`config.mk`:
```
export PLATFORM = sky130hd
export DESIGN_NAME = tpt_trace_port
export DESIGN_NICKNAME = d
export VERILOG_FILES = /design/src/pkg/tpt_pkg.sv /design/src/rtl/tpt_trace_port.sv
export VERILOG_INCLUDE_DIRS = /design/src /design/src/pkg
export SDC_FILE = /design/constraint.sdc
export NUM_CORES = 1
export LEC_CHECK = 0
export ABC_AREA = 1
export BUFFER_PORTS_ARGS = -buffer_cell sky130_fd_sc_hd__buf_2
export CORE_AREA = 2 2 231 233
export CTS_CLUSTER_DIAMETER = 200
export DETAILED_ROUTE_END_ITERATION = 10
export DIE_AREA = 0 0 233 235
export PLACE_DENSITY = 0.56
export SYNTH_ARGS = -nofsm -noshare
export SYNTH_HDL_FRONTEND = slang
export SYNTH_SLANG_ARGS = --single-unit
```
`constraint.sdc`:
```
create_clock -name clock_i -period 0.8 [get_ports clock_i]
set_input_delay 0.16 -clock clock_i [delete_from_list [all_inputs] [get_ports clock_i]]
set_output_delay 0.16 -clock clock_i [all_outputs]
set_load 0.1 [all_outputs]
```
`src/pkg/tpt_defs.svh`:
```
// reset values and field widths of the trace port
// assumes inclusion by name from design files only
`ifndef TPT_DEFS_SVH
`define TPT_DEFS_SVH

`define TPT_WORD_W      32
`define TPT_REGNUM_W    5
`define TPT_STATUS_W    15
`define TPT_PID_W       8
`define TPT_KIND_W      5
`define TPT_BE_W        4

`define TPT_RST_WORD    32'h0000_0000
`define TPT_RST_REGNUM  5'h00
`define TPT_RST_STATUS  15'h0000
`define TPT_RST_PID     8'h00
`define TPT_RST_BE      4'h0
`define TPT_RST_BIT     1'b0

`endif

```
`src/pkg/tpt_pkg.sv`:
```
// types of the trace port: exception kind codes
// assumes nothing beyond the defs header
`include "tpt_defs.svh"

package tpt_pkg;

  typedef logic [`TPT_KIND_W-1:0] tpt_kind_t;

  typedef enum logic [`TPT_KIND_W-1:0] {
    TPT_EXC_STREAM_LINK  = 5'b00000,
    TPT_EXC_UNALIGNED    = 5'b00001,
    TPT_EXC_ILL_OPCODE   = 5'b00010,
    TPT_EXC_IBUS_ERR     = 5'b00011,
    TPT_EXC_DBUS_ERR     = 5'b00100,
    TPT_EXC_DIV_ZERO     = 5'b00101,
    TPT_EXC_FLOAT        = 5'b00110,
    TPT_EXC_PRIVILEGED   = 5'b00111,
    TPT_EXC_INTERRUPT    = 5'b01010,
    TPT_EXC_BREAK_NMI    = 5'b01011,
    TPT_EXC_BREAK_MASK   = 5'b01100,
    TPT_EXC_DATA_STORE   = 5'b10000,
    TPT_EXC_INSTR_STORE  = 5'b10001,
    TPT_EXC_DTLB_MISS    = 5'b10010,
    TPT_EXC_ITLB_MISS    = 5'b10011
  } tpt_exc_e;

  function automatic logic tpt_kind_legal(input tpt_kind_t k);
    logic ok;
    ok = 1'b0;
    case (k)
      TPT_EXC_STREAM_LINK, TPT_EXC_UNALIGNED, TPT_EXC_ILL_OPCODE, TPT_EXC_IBUS_ERR,
      TPT_EXC_DBUS_ERR, TPT_EXC_DIV_ZERO, TPT_EXC_FLOAT, TPT_EXC_PRIVILEGED,
      TPT_EXC_INTERRUPT, TPT_EXC_BREAK_NMI, TPT_EXC_BREAK_MASK, TPT_EXC_DATA_STORE,
      TPT_EXC_INSTR_STORE, TPT_EXC_DTLB_MISS, TPT_EXC_ITLB_MISS: ok = 1'b1;
      default: ok = 1'b0;
    endcase
    return ok;
  endfunction

endpackage

```
`src/rtl/tpt_trace_port.sv`:
```
// trace port: registers one retire record per clock for outside observers
// assumes retire, cache and pipeline inputs come from core logic on clock_i
// What this block does
// RULE1: valid strobe qualifies instruction and pc fields
// RULE2: register-write flag for file write-back
// RULE3: destination number and value beside flag
// RULE4: exception-taken flag for taken exceptions
// RULE5: exception kind meaningful only with taken
// RULE6: synchronous exception kind codes 00000-00111
// RULE7: interrupt and break kind codes
// RULE8: storage and translation-miss kind codes
// RULE9: reserved kind codes never emitted
// RULE10: jump-taken flag for taken branches
// RULE11: delay-slot flag for taken branch slot
// RULE12: data access flag, address, value, enables
// RULE13: read or write direction per access
// RULE14: data cacheable range and hit
// RULE15: instruction cacheable range and hit
// RULE16: decode, execute, memory advance strobes
// RULE17: execute strobe unused when area optimized
// RULE18: observers should use supplied analysis logic
// RULE19: outputs driven from clock, sampled same edge
`timescale 1ns/1ps
`include "tpt_defs.svh"

module tpt_trace_port #(
  parameter bit AREA_OPT = 1'b0
) (
  input  wire logic                       clock_i,
  input  wire logic                       rst_b_i,
  input  wire logic                       ret_valid_i,
  input  wire logic [`TPT_WORD_W-1:0]     ret_instr_i,
  input  wire logic [`TPT_WORD_W-1:0]     ret_pc_i,
  input  wire logic                       ret_wb_en_i,
  input  wire logic [`TPT_REGNUM_W-1:0]   ret_wb_num_i,
  input  wire logic [`TPT_WORD_W-1:0]     ret_wb_value_i,
  input  wire logic [`TPT_STATUS_W-1:0]   ret_status_i,
  input  wire logic [`TPT_PID_W-1:0]      ret_pid_i,
  input  wire logic                       ret_exc_i,
  input  wire tpt_pkg::tpt_kind_t         ret_exc_kind_i,
  input  wire logic                       ret_branch_taken_i,
  input  wire logic                       ret_delay_slot_i,
  input  wire logic                       dacc_valid_i,
  input  wire logic [`TPT_WORD_W-1:0]     dacc_addr_i,
  input  wire logic [`TPT_WORD_W-1:0]     dacc_wdata_i,
  input  wire logic [`TPT_BE_W-1:0]       dacc_be_i,
  input  wire logic                       dacc_read_i,
  input  wire logic                       dacc_write_i,
  input  wire logic                       dcache_on_i,
  input  wire logic [`TPT_WORD_W-1:0]     dcache_base_i,
  input  wire logic [`TPT_WORD_W-1:0]     dcache_high_i,
  input  wire logic                       dcache_hit_i,
  input  wire logic [`TPT_WORD_W-1:0]     fetch_addr_i,
  input  wire logic                       icache_on_i,
  input  wire logic [`TPT_WORD_W-1:0]     icache_base_i,
  input  wire logic [`TPT_WORD_W-1:0]     icache_high_i,
  input  wire logic                       icache_hit_i,
  input  wire logic                       decode_run_i,
  input  wire logic                       execute_run_i,
  input  wire logic                       memstage_run_i,
  output logic                            trc_valid_instr_o,
  output logic [`TPT_WORD_W-1:0]          trc_instruction_o,
  output logic [`TPT_WORD_W-1:0]          trc_program_counter_o,
  output logic                            trc_reg_write_o,
  output logic [`TPT_REGNUM_W-1:0]        trc_reg_num_o,
  output logic [`TPT_WORD_W-1:0]          trc_reg_value_o,
  output logic [`TPT_STATUS_W-1:0]        trc_status_snapshot_o,
  output logic [`TPT_PID_W-1:0]           trc_process_id_o,
  output logic                            trc_exc_taken_o,
  output tpt_pkg::tpt_kind_t              trc_exc_kind_o,
  output logic                            trc_kind_fault_o,
  output logic                            trc_jump_taken_o,
  output logic                            trc_delay_slot_o,
  output logic                            trc_data_access_o,
  output logic [`TPT_WORD_W-1:0]          trc_data_addr_o,
  output logic [`TPT_WORD_W-1:0]          trc_data_wvalue_o,
  output logic [`TPT_BE_W-1:0]            trc_data_be_o,
  output logic                            trc_data_read_o,
  output logic                            trc_data_write_o,
  output logic                            trc_dside_cacheable_o,
  output logic                            trc_dside_hit_o,
  output logic                            trc_iside_cacheable_o,
  output logic                            trc_iside_hit_o,
  output logic                            trc_decode_advance_o,
  output logic                            trc_execute_advance_o,
  output logic                            trc_memstage_advance_o
);
  import tpt_pkg::*;

  logic nxt_kind_ok;
  logic nxt_dcacheable;
  logic nxt_icacheable;
  logic nxt_dacc;

  assign nxt_kind_ok    = tpt_kind_legal(ret_exc_kind_i);
  // RULE14: range compare inclusive
  assign nxt_dcacheable = dcache_on_i && (dacc_addr_i >= dcache_base_i) && (dacc_addr_i <= dcache_high_i);
  // RULE15: range compare inclusive
  assign nxt_icacheable = icache_on_i && (fetch_addr_i >= icache_base_i) && (fetch_addr_i <= icache_high_i);
  // access needs a direction, else nothing to report
  assign nxt_dacc       = ret_valid_i && dacc_valid_i && (dacc_read_i ^ dacc_write_i);

  // RULE1: valid strobe and code
  // RULE19: all fields from clock_i
  always_ff @(posedge clock_i or negedge rst_b_i) begin
    if (!rst_b_i) begin
      trc_valid_instr_o     <= `TPT_RST_BIT;
      trc_instruction_o     <= `TPT_RST_WORD;
      trc_program_counter_o <= `TPT_RST_WORD;
      trc_status_snapshot_o <= `TPT_RST_STATUS;
      trc_process_id_o      <= `TPT_RST_PID;
    end else begin
      trc_valid_instr_o <= ret_valid_i;
      // fields held when idle so observers see a stable value
      if (ret_valid_i) begin
        trc_instruction_o     <= ret_instr_i;
        trc_program_counter_o <= ret_pc_i;
        trc_status_snapshot_o <= ret_status_i;
        trc_process_id_o      <= ret_pid_i;
      end
    end
  end

  // RULE2: write-back flag
  // RULE3: number and value
  always_ff @(posedge clock_i or negedge rst_b_i) begin
    if (!rst_b_i) begin
      trc_reg_write_o <= `TPT_RST_BIT;
      trc_reg_num_o   <= `TPT_RST_REGNUM;
      trc_reg_value_o <= `TPT_RST_WORD;
    end else begin
      trc_reg_write_o <= ret_valid_i && ret_wb_en_i;
      if (ret_valid_i && ret_wb_en_i) begin
        trc_reg_num_o   <= ret_wb_num_i;
        trc_reg_value_o <= ret_wb_value_i;
      end
    end
  end

  // RULE4: exception flag
  // RULE9: reserved kind suppressed
  always_ff @(posedge clock_i or negedge rst_b_i) begin
    if (!rst_b_i) begin
      trc_exc_taken_o  <= `TPT_RST_BIT;
      trc_exc_kind_o   <= TPT_EXC_STREAM_LINK;
      trc_kind_fault_o <= `TPT_RST_BIT;
    end else begin
      // a reserved code is an internal fault; never shown as an exception
      trc_exc_taken_o  <= ret_valid_i && ret_exc_i && nxt_kind_ok;
      trc_kind_fault_o <= ret_valid_i && ret_exc_i && !nxt_kind_ok;
      // RULE5: kind only with taken
      // RULE6: RULE7: RULE8: legal codes pass
      if (ret_valid_i && ret_exc_i && nxt_kind_ok) begin
        trc_exc_kind_o <= ret_exc_kind_i;
      end
    end
  end

  // RULE10: taken branch flag
  // RULE11: delay slot flag
  always_ff @(posedge clock_i or negedge rst_b_i) begin
    if (!rst_b_i) begin
      trc_jump_taken_o <= `TPT_RST_BIT;
      trc_delay_slot_o <= `TPT_RST_BIT;
    end else begin
      trc_jump_taken_o <= ret_valid_i && ret_branch_taken_i;
      trc_delay_slot_o <= ret_valid_i && ret_delay_slot_i;
    end
  end

  // RULE12: data access record
  // RULE13: direction flags
  always_ff @(posedge clock_i or negedge rst_b_i) begin
    if (!rst_b_i) begin
      trc_data_access_o <= `TPT_RST_BIT;
      trc_data_read_o   <= `TPT_RST_BIT;
      trc_data_write_o  <= `TPT_RST_BIT;
      trc_data_addr_o   <= `TPT_RST_WORD;
      trc_data_wvalue_o <= `TPT_RST_WORD;
      trc_data_be_o     <= `TPT_RST_BE;
    end else begin
      trc_data_access_o <= nxt_dacc;
      trc_data_read_o   <= nxt_dacc && dacc_read_i;
      trc_data_write_o  <= nxt_dacc && dacc_write_i;
      if (nxt_dacc) begin
        trc_data_addr_o   <= dacc_addr_i;
        trc_data_wvalue_o <= dacc_wdata_i;
        trc_data_be_o     <= dacc_be_i;
      end
    end
  end

  // RULE14: data range and hit
  // RULE15: fetch range and hit
  always_ff @(posedge clock_i or negedge rst_b_i) begin
    if (!rst_b_i) begin
      trc_dside_cacheable_o <= `TPT_RST_BIT;
      trc_dside_hit_o       <= `TPT_RST_BIT;
      trc_iside_cacheable_o <= `TPT_RST_BIT;
      trc_iside_hit_o       <= `TPT_RST_BIT;
    end else begin
      trc_dside_cacheable_o <= nxt_dcacheable;
      // a hit outside the range cannot be real
      trc_dside_hit_o       <= nxt_dcacheable && dcache_hit_i;
      trc_iside_cacheable_o <= nxt_icacheable;
      trc_iside_hit_o       <= nxt_icacheable && icache_hit_i;
    end
  end

  // RULE16: stage advance strobes
  // RULE17: execute strobe held low
  always_ff @(posedge clock_i or negedge rst_b_i) begin
    if (!rst_b_i) begin
      trc_decode_advance_o   <= `TPT_RST_BIT;
      trc_execute_advance_o  <= `TPT_RST_BIT;
      trc_memstage_advance_o <= `TPT_RST_BIT;
    end else begin
      trc_decode_advance_o   <= decode_run_i;
      trc_execute_advance_o  <= !AREA_OPT && execute_run_i;
      trc_memstage_advance_o <= memstage_run_i;
    end
  end
endmodule

```
==> results of run 1 <==
[layout make-up]
type,count,area [sq um],area share [%]
diodes,2,5.00,0.0204
clock buffers,39,811,3.31
clock inverters,8,119,0.485
inverters,170,653,2.67
multi-input cells,1009,6640,27.1
flip-flops and latches,213,6130,25.0
well taps,688,861,3.51
repair buffers,867,9290,37.9
[synth_stat cells, drive strengths merged]
cell,n
nand2,732
dfrtp,213
inv,170
ha,128
a21oi,60
nor2,46
buf,25
clkbuf,16
o21ai,12
o21a,9
nand4,6
a21o,4
mux2,4
nor4,4
nor3,2
a21boi,1
o211ai,1
[power groups by stage]
stage	Clock [mW]	Combinational [mW]	Sequential [mW]
3_5_place_dp	0	21.1	14.7
6_report	12.7	23.2	14.5
2_1_floorplan	0	2.66	23.9
5_1_grt	13.5	24.2	14.7
4_1_cts	13.2	22.3	14.5
3_3_place_gp	0	21.0	14.6
[metal layers]
metal / up-vias / wire length, um / track usage [%] / share of wire, %
met3: 112 / 3410 / 4.20 / 7.1
met1: 5910 / 17900 / 17.8 / 37
met2: 445 / 24400 / 29.0 / 51
li1: 6086 / - / - / -
met5: - / 57 / 0 / 0.12
met4: 8 / 2050 / 6.47 / 4.3
[per-stage QoR]
step                std cells  setup WS [ns]  utilization [%]  cell area, sq um
detailed placement       2729         -0.917             37.7             19700
global placement         2729         -0.922             37.7             19700
CTS                      2990         -0.627             44.4             23200
floorplan                1433         -0.468                -             12300
global route             2996         -0.629             46.9             24500
finish                   2996         -0.585             46.9             24500
[cell families after synthesis]
group	count (synthesis)	share of synthesized area [%]
adder cells (fa/ha/maj)	128	14.2
AO/OA/AOI/OAI	87	4.18
buffers and inverters	211	7.31
AND/OR/NAND/NOR	790	26.8
multiplexers	4	0.398
flip-flops	213	47.2
[worst register-to-register path, stage by stage (launching register included)]
cell and delay [ns]:
dfrtp_4 0.49, buf_6 0.12, mux2_4 0.25
[worst paths after layout]
kind | start | to | slack (ns)
setup / recovery | trc_instruction_o[2] | trc_instruction_o[2] | -0.59
max in group asynchronous | rst_b_i | trc_instruction_o[31] | 0.11
hold reg to reg | trc_data_addr_o[27] | trc_data_addr_o[27] | 0.55
hold / removal | ret_wb_en_i | trc_reg_value_o[1] | 0.03
setup reg to reg | trc_exc_kind_o[2] | trc_exc_kind_o[2] | -0.18
min in group asynchronous | rst_b_i | trc_program_counter_o[28] | 0.13
[registers in the layout, indices dropped and copies added (netlist names), 5 cells and up]
register and cells:
trc_reg_value_o 32, trc_process_id_o 8, trc_status_snapshot_o 15, trc_reg_num_o 5, trc_exc_kind_o 5, trc_program_counter_o 32, trc_data_wvalue_o 32, trc_instruction_o 32
trc_data_addr_o 32
[timing repair]
action,4_1_cts,5_1_grt
buffers inserted,3,4
gates resized for setup,91,266
pin swaps,41,112
setup endpoints to repair,221,223
hold buffers,211,0
endpoints found under the hold margin,422,0
cloned,0,1
[cells in the final DEF, fill, tap and decap left out, types with 9 or more instances in the layout]
master	n
nor2_1	21
a21oi_1	36
buf_2	308
nor2_2	14
clkbuf_16	28
o21a_1	9
buf_4	69
dlygate4sd3_1	211
ha_4	83
buf_12	222
inv_1	113
buf_6	50
ha_1	44
dfrtp_4	212
nor2_4	11
a21oi_2	22
nand2_2	45
clkbuf_8	9
nand2_4	10
inv_2	53
nand2_1	677
==> results.tsv, run 1 <==
metric	value	unit
Leak	11.9	nW
Root Driver	clkbuf_16	
Synth area leader	dfrtp_1	
drt pass-1 iters	5	
initial antenna violation count	6	
1st-iter DRT viols	410	
share of cells above drive strength 1	50.5	%
first-pass GRT wire length	69900	um
routed vias	12600	
# DRC	0	
Worst-Margin Slew	0.388	ns
worst setup margin	-0.585	ns
Yosys reg bits	213	
Max IR drop VDD	0.00142	V
Yosys cell types	24	
Worst Hold Class	in -> reg	
worst hold path cell count	5	
max-slew violation count	0	
syn_area_per_cell	7.89	sq um
post-DP HPWL	35100	um
clock-pin slew on the worst setup and hold paths	0.06	ns
fmax	722	MHz
Worst path max stage delay	0.51	ns
CP Launch Type	flip-flop	
crit path buf inv count	1	
Crit path depth	1	
clk sinks	213	
FP Rows	84	
final wirelength	47800	um
syn nets	1935	
Sw Ratio	41.0	%
final worst path period share	173	%
nets	2789	
H-tree depth	1	
Tot Pwr	50.4	mW
Routed WL per cell	16.0	um
I/O pin total	587	
CP endpoint kind	output port	
number of CTS-inserted buffers	26	
worst hold slack	0.0323	ns
Syn. warnings	0	
Starting Density	21.6	%
unrepaired setup endpoints after global routing	yes	
number of global-route vias before repair	13200	
Int Pwr	29.7	mW
cells after synthesis	1433	
CTS tree	built	
largest net degree at the start of global routing	44	
status	finished with violations	
cell area after synthesis	0.0113	sq mm
Max-Cap Viols	0	
GRT Resource Usage Total	16.1	%
clock tree buffer depth	3	
die area	0.0548	sq mm
final RePlAce weighted congestion	0.907	
crit path DAT	1.23	ns
port bufs	586	
CORE AREA	0.0522	sq mm
crit-path max FO	2	
critical path class	reg -> out	
final setup TNS	-120.48	ns
final setup vio count	224	
total congestion overflow	0	
pwr dens	2060	mW/mm^2
final hold vios	0	
die span in x	233	um
DRT antenna net count	0	
critical path's top delay family	flip-flops	
Clk pwr share	25.1	%
routed vias/inst	4.19	
violated checks	negative setup slack	
top-area cell type share of the netlist area	47.2	%
Fin Clk Skew	0	ns
worst skew pair latency	0.54	ns
sequential-to-total area share from yosys stat	47.2	%
crit path cell chain	buf_12	
post-layout minimum cycle time	1.39	ns
synthesis-to-layout area growth	117	%
largest cells by area after synthesis	dfrtp_1 47%, nand2_1 24%, ha_1 14%	
R2R cell count	2	
slowest cell on the critical path	dfrtp_4	
Comb power frac	46.1	%
slew margin rel.	74.2	%
fillcell total	4605	
Sequential Power Share	28.8	%
switching power	20.7	mW
Critical Path RT	0.64	ns
Die H	235	um
Power figures use the tool's default switching activity.
==> inputs of run 2 (changes only) <==
--- a/config.mk
+++ b/config.mk
@@ -7,12 +7,12 @@
 export NUM_CORES = 1
 export LEC_CHECK = 0
 export ABC_AREA = 1
-export BUFFER_PORTS_ARGS = -buffer_cell sky130_fd_sc_hd__buf_2
 export CORE_AREA = 2 2 231 233
 export CTS_CLUSTER_DIAMETER = 200
 export DETAILED_ROUTE_END_ITERATION = 10
 export DIE_AREA = 0 0 233 235
-export PLACE_DENSITY = 0.56
+export DONT_BUFFER_PORTS = 1
+export PLACE_DENSITY = 0.46
 export SYNTH_ARGS = -nofsm -noshare
 export SYNTH_HDL_FRONTEND = slang
 export SYNTH_SLANG_ARGS = --single-unit
==> results.tsv, run 2 (synthesized netlist as in run 1, its figures left out) <==
metric	value	unit	change
Max-Cap Viols	0		unchanged
nets	2394		-14%
final wirelength	43700	um	-8.7%
final non-filler cell area	0.0212	sq mm	-14%
worst hold slack	-0.700	ns	-0.732 ns
routed vias/inst	4.17		-0.58%
Root Driver	clkbuf_16		
clock-pin slew on the worst setup and hold paths	0.06	ns	about the same
post-DP HPWL	32600	um	-7.2%
Critical Path RT	0.64	ns	about the same
1st-iter DRT viols	415		+1.2%
die area	0.0548	sq mm	unchanged
crit path buf inv count	1		unchanged
Max IR drop VDD	0.00127	V	-10%
Worst path max stage delay	0.49	ns	-0.02 ns
share of cells above drive strength 1	34.3	%	-16 points
Routed WL per cell	16.8	um	+5.2%
Critical Path Source	trc_reg_value_o[9]		
synthesis-to-layout area growth	87.3	%	
Place WS	-0.880	ns	+0.0367 ns
slew margin rel.	74.9	%	+0.70 points
most frequent cells in the layout	702 x nand2_1, 212 x dfrtp_4, 208 x dlygate4sd3_1		
largest net degree at the start of global routing	214		+390%
R2R cell count	2		unchanged
critical path class	reg -> out		
crit path DAT	1.24	ns	about the same
worst skew pair latency	0.55	ns	about the same
Worst-Margin Slew	0.377	ns	-0.0105 ns
CP Launch Type	flip-flop		
number of CTS-inserted buffers	27		+3.8%
flop-to-flop setup slack	-0.19	ns	about the same
area of the multi-input gates	0.00587	sq mm	-12%
Leak	10.1	nW	-15%
clock tree buffer depth	3		unchanged
RR Endpoint	trc_exc_kind_o[0]		
first-pass GRT wire length	65100	um	-6.9%
die span in x	233	um	unchanged
crit path cell chain	buf_12		
antenna fix cells	0		-2
status	finished with violations		
# DRC	0		unchanged
port bufs	0		-100%
final hold vios	305		+305
I/O pin total	587		unchanged
H-tree depth	1		unchanged
CP endpoint kind	output port		
final worst path period share	175	%	+1.4 points
Starting Density	21.6	%	unchanged
slowest cell on the critical path	dfrtp_4		
Post-DP Area	0.0173	sq mm	-12%
fillcell total	4975		+8.0%
GRT Resource Usage Total	15.1	%	-0.95 points
clk sinks	213		unchanged
number of global-route vias before repair	11400		-14%
FP Rows	84		unchanged
r2r startpoint	trc_exc_kind_o[0]		
Fin Clk Skew	0	ns	unchanged
fin util	40.5	%	-6.4 points
final setup vio count	228		+1.8%
drt pass-1 iters	6		+1
CORE AREA	0.0522	sq mm	unchanged
crit-path max FO	2		unchanged
fmax	716	MHz	-0.80%
most common cell after layout, fill and taps aside	nand2_1		
FF/Latch Area	0.00613	sq mm	unchanged
DRT antenna net count	0		unchanged
critical path's top delay family	flip-flops		
CTS tree	built		
post-layout minimum cycle time	1.40	ns	+0.0112 ns
final RePlAce weighted congestion	0.893		-1.5%
Die H	235	um	unchanged
unrepaired setup endpoints after global routing	yes		
total congestion overflow	0		unchanged
worst setup margin	-0.596	ns	-0.0112 ns
pwr dens	2300	mW/mm^2	+12%
Worst Hold Class	in -> async		
violated checks	negative hold slack, negative setup slack		
routed vias	10800		-14%
max-slew violation count	0		unchanged
initial antenna violation count	0		-6
run 2: changes by cell type in the layout (fill, tap and decap cells not counted), sizes merged:
cell	previous run	this run
clkbuf	41	38
dlymetal6s4s	0	2
bufinv	3	4
diode	2	0
dlygate4sd3	211	208
clkinvlp	0	4
buf	654	259
dlymetal6s2s	0	1
clkinv	5	4
run 2: cell type report:
class	instances	area share [%]
Inverter	170	3.34
Clock inverter	12	0.827
Sequential cell	213	28.9
Tap cell	688	4.07
Multi-Input combinational cell	1009	27.7
Timing Repair Buffer	471	31.4
Clock buffer	37	3.75
run 2: repair_timing:
action                                 CTS  global route
gates resized for setup                 78            87
cloned                                   0             0
pin swaps                               34            49
endpoints found under the hold margin  425           305
setup endpoints to repair              221           262
hold buffers                           210             5
buffers inserted                         6            10
run 2: report_power, final:
part | internal [mW] | switching [mW] | leakage (nW)
registers | 13.0 | 1.74 | 2.37
logic | 7.55 | 13.2 | 7.29
clock network | 8.20 | 4.98 | 0.470
run 2: per-layer routing:
metal | up-vias | routed length [um] | track usage (%) | share of wire, %
met1 | 5025 | 16800 | 17.0 | 39
met3 | 93 | 3410 | 4.36 | 7.8
li1 | 5295 | - | - | -
met2 | 424 | 21800 | 26.8 | 50
met5 | - | 0 | 0 | 0
met4 | 0 | 1620 | 5.93 | 3.7
run 2: per-stage QoR:
step | setup TNS [ns] | total power, mW | std cells
2_1_floorplan | -15.21 | 26.6 | 1433
3_3_place_gp | -47.37 | 33.8 | 2324
3_5_place_dp | -48.47 | 34.0 | 2324
4_1_cts | -132.96 | 48.8 | 2588
5_1_grt | -132.63 | 50.5 | 2600
6_report | -121.79 | 48.6 | 2600
run 2: worst max-delay path by stage:
stage / end / cells past startpoint
3_3_place_gp: trc_dside_hit_o / 10
6_report: trc_reg_value_o[9] / 1
2_1_floorplan: trc_dside_hit_o / 12
3_5_place_dp: trc_dside_hit_o / 11
5_1_grt: trc_program_counter_o[7] / 1
4_1_cts: trc_data_be_o[1] / 1
